--- config.mk ---
export PLATFORM = sky130hd
export DESIGN_NAME = tspl_top
export DESIGN_NICKNAME = d
export VERILOG_FILES = /design/src/tspl_pkg.sv /design/src/tspl_top.sv
export SDC_FILE = /design/constraint.sdc
export NUM_CORES = 1
export LEC_CHECK = 0
export ABC_AREA = 1
export CORE_MARGIN = 2
export CORE_UTILIZATION = 47
export CTS_BUF_LIST = sky130_fd_sc_hd__clkbuf_4
export CTS_CLUSTER_SIZE = 10
export DETAILED_ROUTE_END_ITERATION = 8
export DONT_BUFFER_PORTS = 1
export GPL_TIMING_DRIVEN = 1
export PLACE_DENSITY = 0.64
export SYNTH_ARGS = -nofsm -noshare
export SYNTH_HDL_FRONTEND = slang
export SYNTH_SLANG_ARGS = --single-unit
--- constraint.sdc ---
create_clock -name i_core_clk -period 1.3 [get_ports i_core_clk]
set_clock_uncertainty 0.15 [all_clocks]
set_input_delay 0.195 -clock i_core_clk [delete_from_list [all_inputs] [get_ports i_core_clk]]
set_output_delay 0.195 -clock i_core_clk [all_outputs]
set_load 0.02 [all_outputs]
--- src/tspl_pkg.sv ---
// constants and types for the tamper supervisor pin logic
// Notes on behaviour
// - alarm when supply above upper trip limit
// - alarm when supply below lower trip limit
// - alarm when any tamper input leaves rest
// - alarm above factory upper temperature limit
// - alarm below factory lower temperature limit
// - alarm level at power-up is undefined
// - detection works on main or battery
// - tamper one and three rest high
// - tamper two and four rest low
// - source indicator low main, high battery
// - keep-on variant keeps output, normal indicator
// - float or ground variants force indicator high on alarm
// - battery check only during power-up
// - battery low set below threshold, released at reset
// - reset held low, then time-out after clear
// - manual reset low extends reset plus time-out
// - power-fail low on input or switchover fault
// - keep-on variant grounds reference below switchover; float and ground variants give pull-up supply
// - output fed from main or battery by switchover
// - time-out counter clears while supply low
package tspl_pkg;
    typedef enum logic [1:0] {
        TSPL_VAR_KEEP_ON = 2'h0,
        TSPL_VAR_HIGH_Z = 2'h1,
        TSPL_VAR_GROUND = 2'h3
    } tspl_variant_t;

    typedef enum logic [1:0] {
        TSPL_RST_HOLD = 2'h0,
        TSPL_RST_COUNT = 2'h1,
        TSPL_RST_RUN = 2'h3
    } tspl_rst_state_t;

    localparam int TSPL_CLK_MHZ = 250;
    localparam int TSPL_TIMEOUT_MS = 200;
    localparam int TSPL_TIMEOUT_CYC = TSPL_TIMEOUT_MS * 1000 * TSPL_CLK_MHZ;
    localparam int TSPL_CNT_W = 26;
    localparam int TSPL_TAMPER_N = 4;
    // rest level per tamper input, bit0 = input one
    localparam logic [3:0] TSPL_TAMPER_REST = 4'h5;
endpackage : tspl_pkg

--- src/tspl_top.sv ---
// tamper supervisor pin logic: alarm, reset, power-fail, supply switching
`timescale 1ns/1ns
module tspl_top #(
    parameter tspl_pkg::tspl_variant_t VARIANT = tspl_pkg::TSPL_VAR_KEEP_ON,
    parameter int TIMEOUT_CYC = tspl_pkg::TSPL_TIMEOUT_CYC
) (
    input wire logic i_core_clk, // core clock
    input wire logic i_srst, // sync reset, high
    input wire logic i_vint_over, // supply above over_voltage_limit
    input wire logic i_vint_under, // supply below under_voltage_limit
    input wire logic i_tamper_in_one, // normally_high_sense
    input wire logic i_tamper_in_two, // normally_low_sense
    input wire logic i_tamper_in_three, // normally_high_sense
    input wire logic i_tamper_in_four, // normally_low_sense
    input wire logic i_temp_over, // above selected upper limit
    input wire logic i_temp_under, // below selected lower limit
    input wire logic i_vcc_below_rst, // main below reset_threshold
    input wire logic i_manual_reset_n, // manual reset, low active
    input wire logic i_power_fail_in, // input below power_fail_threshold
    input wire logic i_vcc_below_sw, // main below switchover_threshold
    input wire logic i_vcc_below_vbat, // main below battery
    input wire logic i_vcc_above_so, // main above backup_switchover_level
    input wire logic i_bat_below_det, // battery below battery_detect_threshold
    output logic o_security_alarm_n_oe, // open drain: high pulls pin low
    output logic o_reset_n_oe, // open drain reset pull-down
    output logic o_battery_low_n_oe, // open drain battery low
    output logic o_power_fail_out_n_oe, // open drain power fail
    output logic o_vccsw, // supply-source indicator
    output logic o_switched_supply_output_on_battery, // switched supply fed by battery
    output logic o_switched_supply_output_enable, // switched supply powered
    output logic o_switched_supply_output_ground, // switched supply grounded
    output logic o_ref_ground, // reference pin pulled to ground
    output logic o_ref_is_tpu // pin carries tamper_pullup_supply
);
    localparam int N = 14;
    logic [N-1:0] raw, s1, s2;
    assign raw = {i_vint_over, i_vint_under, i_tamper_in_four, i_tamper_in_three,
                  i_tamper_in_two, i_tamper_in_one, i_temp_over, i_temp_under,
                  i_vcc_below_rst, i_manual_reset_n, i_power_fail_in, i_vcc_below_sw,
                  i_vcc_below_vbat, i_vcc_above_so};
    // reset to idle levels so no false tamper or hold follows reset
    localparam logic [N-1:0] SYNC_RST = {2'h0, tspl_pkg::TSPL_TAMPER_REST, 8'h10};
    // two-stage synchroniser for all comparator and pin levels except battery detect, which has its own
    always_ff @(posedge i_core_clk) begin
        if (i_srst) begin
            s1 <= SYNC_RST;
            s2 <= SYNC_RST;
        end else begin
            s1 <= raw;
            s2 <= s1;
        end
    end
    logic v_over, v_under, t_over, t_under, vcc_low, mr_n, pfi_low;
    logic below_sw, below_vbat, above_so;
    logic [3:0] tamper;
    assign v_over = s2[13];
    assign v_under = s2[12];
    assign tamper = s2[11:8];
    assign t_over = s2[7];
    assign t_under = s2[6];
    assign vcc_low = s2[5];
    assign mr_n = s2[4];
    assign pfi_low = s2[3];
    assign below_sw = s2[2];
    assign below_vbat = s2[1];
    assign above_so = s2[0];

    ////////////////////////////////////////////////////////////////////////////
    // alarm
    logic [3:0] tamper_hit;
    logic alarm;
    assign tamper_hit = tamper ^ tspl_pkg::TSPL_TAMPER_REST;
    // level alarm, no latch: it follows conditions on main or battery
    always_ff @(posedge i_core_clk) begin
        if (i_srst) begin
            alarm <= 1'b0;
        end else begin
            alarm <= v_over | v_under | (|tamper_hit) | t_over | t_under;
        end
    end
    assign o_security_alarm_n_oe = alarm;

    ////////////////////////////////////////////////////////////////////////////
    // supply switching
    logic on_bat;
    // hysteresis: enter battery below min(sw,vbat), leave only above so
    always_ff @(posedge i_core_clk) begin
        if (i_srst) begin
            on_bat <= 1'b0;
        end else if (below_sw && below_vbat) begin
            on_bat <= 1'b1;
        end else if (above_so) begin
            on_bat <= 1'b0;
        end
    end
    logic alarm_cut;
    assign alarm_cut = alarm && (VARIANT != tspl_pkg::TSPL_VAR_KEEP_ON);
    always_ff @(posedge i_core_clk) begin
        if (i_srst) begin
            o_vccsw <= 1'b0;
            o_switched_supply_output_on_battery <= 1'b0;
            o_switched_supply_output_enable <= 1'b1;
            o_switched_supply_output_ground <= 1'b0;
        end else begin
            o_vccsw <= on_bat | alarm_cut;
            o_switched_supply_output_on_battery <= on_bat;
            o_switched_supply_output_enable <= !alarm_cut;
            o_switched_supply_output_ground <= alarm && (VARIANT == tspl_pkg::TSPL_VAR_GROUND);
        end
    end
    always_ff @(posedge i_core_clk) begin
        if (i_srst) begin
            o_ref_ground <= 1'b0;
            o_ref_is_tpu <= 1'b0;
        end else begin
            o_ref_ground <= (VARIANT == tspl_pkg::TSPL_VAR_KEEP_ON) && below_sw;
            o_ref_is_tpu <= VARIANT != tspl_pkg::TSPL_VAR_KEEP_ON;
        end
    end

    ////////////////////////////////////////////////////////////////////////////
    // power fail
    always_ff @(posedge i_core_clk) begin
        if (i_srst) begin
            o_power_fail_out_n_oe <= 1'b1;
        end else begin
            o_power_fail_out_n_oe <= pfi_low | below_sw;
        end
    end

    ////////////////////////////////////////////////////////////////////////////
    // supervisory reset
    tspl_pkg::tspl_rst_state_t st, next_st;
    logic [tspl_pkg::TSPL_CNT_W-1:0] cnt;
    logic hold;
    assign hold = vcc_low | !mr_n;
    always_comb begin
        next_st = st;
        unique case (st)
            tspl_pkg::TSPL_RST_HOLD: if (!hold) next_st = tspl_pkg::TSPL_RST_COUNT;
            tspl_pkg::TSPL_RST_COUNT: begin
                if (hold) next_st = tspl_pkg::TSPL_RST_HOLD;
                else if (cnt == tspl_pkg::TSPL_CNT_W'(TIMEOUT_CYC - 1)) begin
                    next_st = tspl_pkg::TSPL_RST_RUN;
                end
            end
            tspl_pkg::TSPL_RST_RUN: if (hold) next_st = tspl_pkg::TSPL_RST_HOLD;
            default: next_st = tspl_pkg::TSPL_RST_HOLD;
        endcase
    end
    always_ff @(posedge i_core_clk) begin
        if (i_srst) begin
            st <= tspl_pkg::TSPL_RST_HOLD;
        end else begin
            st <= next_st;
        end
    end
    // counter clears whenever reset is held, restarts on release
    always_ff @(posedge i_core_clk) begin
        if (i_srst || st != tspl_pkg::TSPL_RST_COUNT || hold) begin
            cnt <= '0;
        end else begin
            cnt <= cnt + 1'b1;
        end
    end
    assign o_reset_n_oe = (st != tspl_pkg::TSPL_RST_RUN);

    ////////////////////////////////////////////////////////////////////////////
    // battery low: sampled once per power-up, released by reset threshold
    logic bat_checked;
    logic bd1, i_bat_below_det_s;
    always_ff @(posedge i_core_clk) begin
        if (i_srst || vcc_low) begin
            bat_checked <= 1'b0;
            o_battery_low_n_oe <= 1'b0;
        end else if (!bat_checked) begin
            bat_checked <= 1'b1;
            o_battery_low_n_oe <= i_bat_below_det_s;
        end
    end
    always_ff @(posedge i_core_clk) begin
        if (i_srst) begin
            bd1 <= 1'b0;
            i_bat_below_det_s <= 1'b0;
        end else begin
            bd1 <= i_bat_below_det;
            i_bat_below_det_s <= bd1;
        end
    end

    // cycles since hold last fell, saturating; an independent model of the
    // minimum reset width, so the counter is not checked against itself
    logic [tspl_pkg::TSPL_CNT_W-1:0] rel_cnt;
    always_ff @(posedge i_core_clk) begin
        if (i_srst || hold) begin
            rel_cnt <= '0;
        end else if (rel_cnt != '1) begin
            rel_cnt <= rel_cnt + 1'b1;
        end
    end
endmodule : tspl_top

* After elaboration in Yosys (flattened, before gate mapping)
Index checks and enable logic that the tools add are counted.
** Cells by class
- Equal/unequal tests :: 8
- Reduce and logical (&&, ||, !) cells :: 9
- Multiplexer cells :: 8
- Bitwise gates (word level) :: 7
- $add $sub $neg :: 1
** Operator list (number)
- $add A26 B1 Y26 const B :: 1
- $eq A26 B26 Y1 const B :: 1
- $mux W2 :: 4
- $ne A2 B2 Y1 const B :: 3
- $or A1 B1 Y1 :: 6
- $pmux W2 S3 :: 1
- $reduce_or A4 Y1 :: 1
- $logic_or A1 B1 Y1 :: 3
- $mux W1 :: 3
- $ne A3 B3 Y1 const B :: 1
- $reduce_and A3 Y1 :: 1
- $eq A2 B1 Y1 const B :: 1
- $eq A2 B2 Y1 const B :: 1
- $logic_not A2 Y1 :: 1
- $ne A2 B1 Y1 const B :: 1
- $not A2 Y2 :: 1
- $reduce_bool A2 Y1 :: 1
- $logic_and A1 B1 Y1 :: 1
- $logic_not A1 Y1 :: 1
** Word-level totals
- Register bits :: 65
- Input bits :: 17
- Output and inout port bits :: 10
- Word-level logic and storage cells :: 46

* Longest topological paths before layout
- Depth after elaboration :: 5
- Mapped depth :: 9
- Mapped depth without buffers :: 9

* Least setup slack after synthesis
OpenSTA, ideal clock, no wires.
- Kind :: reg-to-reg
- Start :: reg cnt[0] (netlist bit)
- End :: reg cnt[14] (netlist bit)
- Library setup time :: 113 ps
- Clock period less this slack :: 1418 ps
- Cell stages (with the launch flop) :: 9
- Data required time :: 1037 ps
- Buffers on the path :: 0
- Data arrival time :: 1154 ps
- Slack :: -118 ps
- Path through :: dfxtp_1 -> ha_1 -> nand2_2 -> nor2_8 -> nand2_4 -> nor2_4 -> nand2_2 -> o21ai_1 -> nor2_1
** Between the ends
- Longest elaborated chain between the ends :: 1
** Ends and longest elaborated chain
- from (decl) :: RTL line tspl_top.sv:134 : logic [tspl_pkg::TSPL_CNT_W-1:0] cnt;
- from (signal assigned) :: RTL line tspl_top.sv:163 : cnt <= cnt + 1'b1;
- $add A26 B1 Y26 :: RTL line tspl_top.sv:163
No other way between the ends.
A chain may end at the register's enable or synchronous reset.

* Final worst setup path
Ends and elaborated chain as after synthesis.

==> impl_results.md <==
- Number of I/O pins: 27
- H-tree levels: 3
- Clock Tree Buf Depth: 2
- Antenna-violating nets left: 0
- Power per cell area: 1010 mW/mm2
- Met1 wire length: 2270 um
- Post-synthesis simple-gate area fraction: 32.8%
- Share of layout cells above drive strength 1: 26.7%
- Crit-path slowest cell: dfxtp_4
- CTS tree: built
- Detail Placement HPWL: 3210 um
- Worst Path Buf+Inv: 0
- Die Area: 0.00629 mm2
- Number of buffers added on ports: 0
- Metal2 WL: 2690 um
- Pin count of the biggest net entering global routing: 21
- Critical Path Fanout Max: 5
- Multiplexer share of the synthesized area: 0%
- Uppermost routed layer: met4
- Post-synthesis sequential area ratio: 48.8%
- Area after DPL: 0.00286 mm2
- Routed vias/inst: 4.48
- Initial DRT Pass Iterations: 4
- Global-route wire length before repair: 9180 um
- Post-Route WL: 5310 um
- Total clock buffers created by CTS: 9
- Status: complete, but fails checks
- Initial Utilization: 48.4%
- Area grow syn2layout: 31.2%
- Synthesized area: 0.00267 mm2
- Final hold vios: 1
- Critical path class: reg2reg
- Finished Layout Cells: 488
- Min Tclk post-route: 1420 ps
- Fin nets: 429
- Critical Path RT: 1470 ps
- Final Max Slew Viols: 0
- Crit share post-route: 109%
- XOR/XNOR Fraction of Synth Area: 1.31%
- Worst Hold Class: in2reg
- Worst vdd rail ir drop: 1.12 mV
- CP arrival: 1590 ps
- Leak: 1.48 nW
- Number of synthesized register bits: 65
- Max_slew headroom: 62.9%
- Pre-CTS WS: -157 ps
- Residual DRC count: 0
- Routability cong.: 0.773
- Via Count: 2185
- Max-cap violations: 0
- Cell count after synthesis: 349
- Yosys warns: 0
- Finished Cell Area: 0.00350 mm2
- Mean area per synthesized cell: 7.64 um2
- CP top delay family: simple AND/OR/NAND/NOR gates
- Post-CTS Hold Buffers: 35
- Count of final setup violators: 22
- Critical Path Max Stage Delay: 390 ps
- FILL cells: 463
- Fmax: 0.705 GHz
- Slew @ Worst Pin: 557 ps
- Compound-gate portion of the synthesized area: 4.97%
- Unrepaired setup endpoints after global routing: yes
- Overflow left after global routing: 0
- Met3 wire length: 291 um
- Crit end category: flip-flop
- Total track usage: 19.2%
- Distinct cells, synth: 32
- Worst setup margin: -118 ps
- DIE WIDTH: 79.3 um
- Startpoint class of the critical path: flip-flop
- Initial antenna violation count: 0
- Root Buffer: clkbuf_4
- Drt initial violations: 86
- Main combinational cell family by area after synthesis: simple AND/OR/NAND/NOR gates
- Crit-path most repeated cell: nand2_4
- Post-synthesis adder-cell area fraction: 0.469%
- Ant diodes: 0
- Skew-Pair Late Insertion Delay: 410 ps
- Number of global-route vias before repair: 2124
- Reg clk slew, reported paths: 110 ps
- Placed cells: 433
- Clock sinks: 65
- Chip Height: 79.3 um
- Num rows: 27
- DR WL/cell: 10.9 um
- Min Hold Slack: -21.1 ps
- Failing checks: negative hold slack, negative setup slack
- CORE AREA: 0.00551 mm2
- CP Cell Sequence: ha_4 -> nand2_4 -> nor2_8 -> nand2_4 -> nor2_4 -> nand2_2 -> o21ai_1 -> nor2_1
state kept, by name, indices dropped and copies added, names as in the netlist:
signal and flops:
cnt 26, s1 14, s2 14, st 2, bat_checked 1, bd1 1, i_bat_below_det_s 1, o_battery_low_n_oe 1
o_power_fail_out_n_oe 1, o_ref_ground 1, o_security_alarm_n_oe 1, o_switched_supply_output_on_battery 1, on_bat 1
where the power goes:
group | internal [mW] | switching, mW | leakage [nW]
Clock | 0.412 | 0.787 | 0.0711
Sequential | 2.05 | 0.0383 | 0.541
Combinational | 0.130 | 0.117 | 0.867
Total | 2.59 | 0.942 | 1.48
worst reg2reg max path, stage by stage (launching register included):
cell	delay, ps
dfxtp_4	390
ha_4	150
nand2_4	70
nor2_8	140
nand2_4	90
nor2_4	120
nand2_2	60
o21ai_1	110
nor2_1	50
layout by cell type (no fill, tap or decap), types with 2 or more instances in the layout:
| master | instances |
|---|---|
| a21oi_1 | 11 |
| a21oi_2 | 3 |
| buf_4 | 21 |
| buf_6 | 4 |
| clkbuf_4 | 9 |
| clkinv_2 | 2 |
| clkinv_4 | 2 |
| conb_1 | 3 |
| dfxtp_1 | 49 |
| dfxtp_2 | 12 |
| dfxtp_4 | 4 |
| dlygate4sd3_1 | 33 |
| inv_1 | 58 |
| inv_2 | 2 |
| inv_6 | 4 |
| nand2_1 | 62 |
| nand2_2 | 4 |
| nand2_4 | 4 |
| nand3_1 | 9 |
| nand3_2 | 6 |
| nand4_1 | 2 |
| nor2_1 | 65 |
| nor2_2 | 10 |
| nor2_4 | 8 |
| nor2_8 | 2 |
| o21ai_0 | 2 |
| o21ai_1 | 2 |
| o21ai_2 | 4 |
| or2_2 | 6 |
| xnor2_1 | 2 |
| xor2_1 | 2 |
worst paths after layout:
check | from | endpoint | slack, ps | depth (start not counted)
hold reg to reg | s1[10]$_SDFF_PP1_ | s2[10]$_SDFF_PP1_ | 270 | 1
setup reg to reg | cnt[0]$_SDFF_PP0_ | cnt[14]$_SDFF_PP0_ | -120 | 8
setup / recovery | cnt[0]$_SDFF_PP0_ | cnt[14]$_SDFF_PP0_ | -120 | 8
hold / removal | i_srst | bat_checked$_DFF_P_ | -20 | 3
metrics by stage:
| stage | power (mW) | utilization (%) | hold WS [ps] | TNS, ps |
|---|---|---|---|---|
| finish | 3.53 | 63.6 | -21.1 | -1180 |
| global placement | 2.26 | 52.0 | 119 | -1020 |
| global route | 3.70 | 63.6 | -36.6 | -3270 |
| floorplan | 2.26 | - | 149 | -287 |
| CTS | 3.56 | 61.9 | -36.3 | -1030 |
| detailed placement | 2.27 | 52.0 | 121 | -1590 |
routing by layer:
layer / global-route usage [%] / vias up
met5: 0 / -
li1: - / 1159
met1: 21.7 / 978
met4: 5.17 / 0
met2: 33.6 / 40
met3: 7.61 / 8
Yosys cell counts, drive strengths merged:
cell / number / area share, %
clkbuf: 3 / 0.42
o31ai: 1 / 0.28
nor3b: 1 / 0.28
nand3: 16 / 4.2
o21ai: 8 / 1.6
nor2: 85 / 15
nor3: 1 / 0.19
xor2: 2 / 0.66
buf: 7 / 2.4
dfxtp: 65 / 49
nand4: 2 / 0.47
nand2: 70 / 11
inv: 61 / 8.6
and2: 1 / 0.23
a21oi: 14 / 3.0
ha: 1 / 0.47
nor4: 1 / 0.23
conb: 2 / 0.28
or2: 6 / 1.4
xnor2: 2 / 0.66
cells by family after synthesis:
group	count (synthesis)
flip-flops	65
AO/OA/AOI/OAI	23
other	2
AND/OR/NAND/NOR	183
adder cells (fa/ha/maj)	1
buffers and inverters	71
XOR/XNOR	4
area by class of cell:
type | instances | area (um2) | area share, %
clock buffer | 9 | 67.6 | 1.93
clock inverter | 7 | 53.8 | 1.54
inverter | 61 | 234 | 6.69
multi-input combinational | 214 | 1160 | 33.1
sequential | 65 | 1330 | 38.0
tap | 72 | 90.1 | 2.57
timing repair buffer | 60 | 566 | 16.2
what timing repair did:
action | in CTS | in global routing
buffers inserted | 0 | 4
pin swaps | 12 | 5
gates cloned | 0 | 0
endpoints found under the setup margin | 24 | 42
gates resized for setup | 27 | 23
endpoints found under the hold margin | 52 | 1
Note: power is estimated with default switching activity, not from simulation.
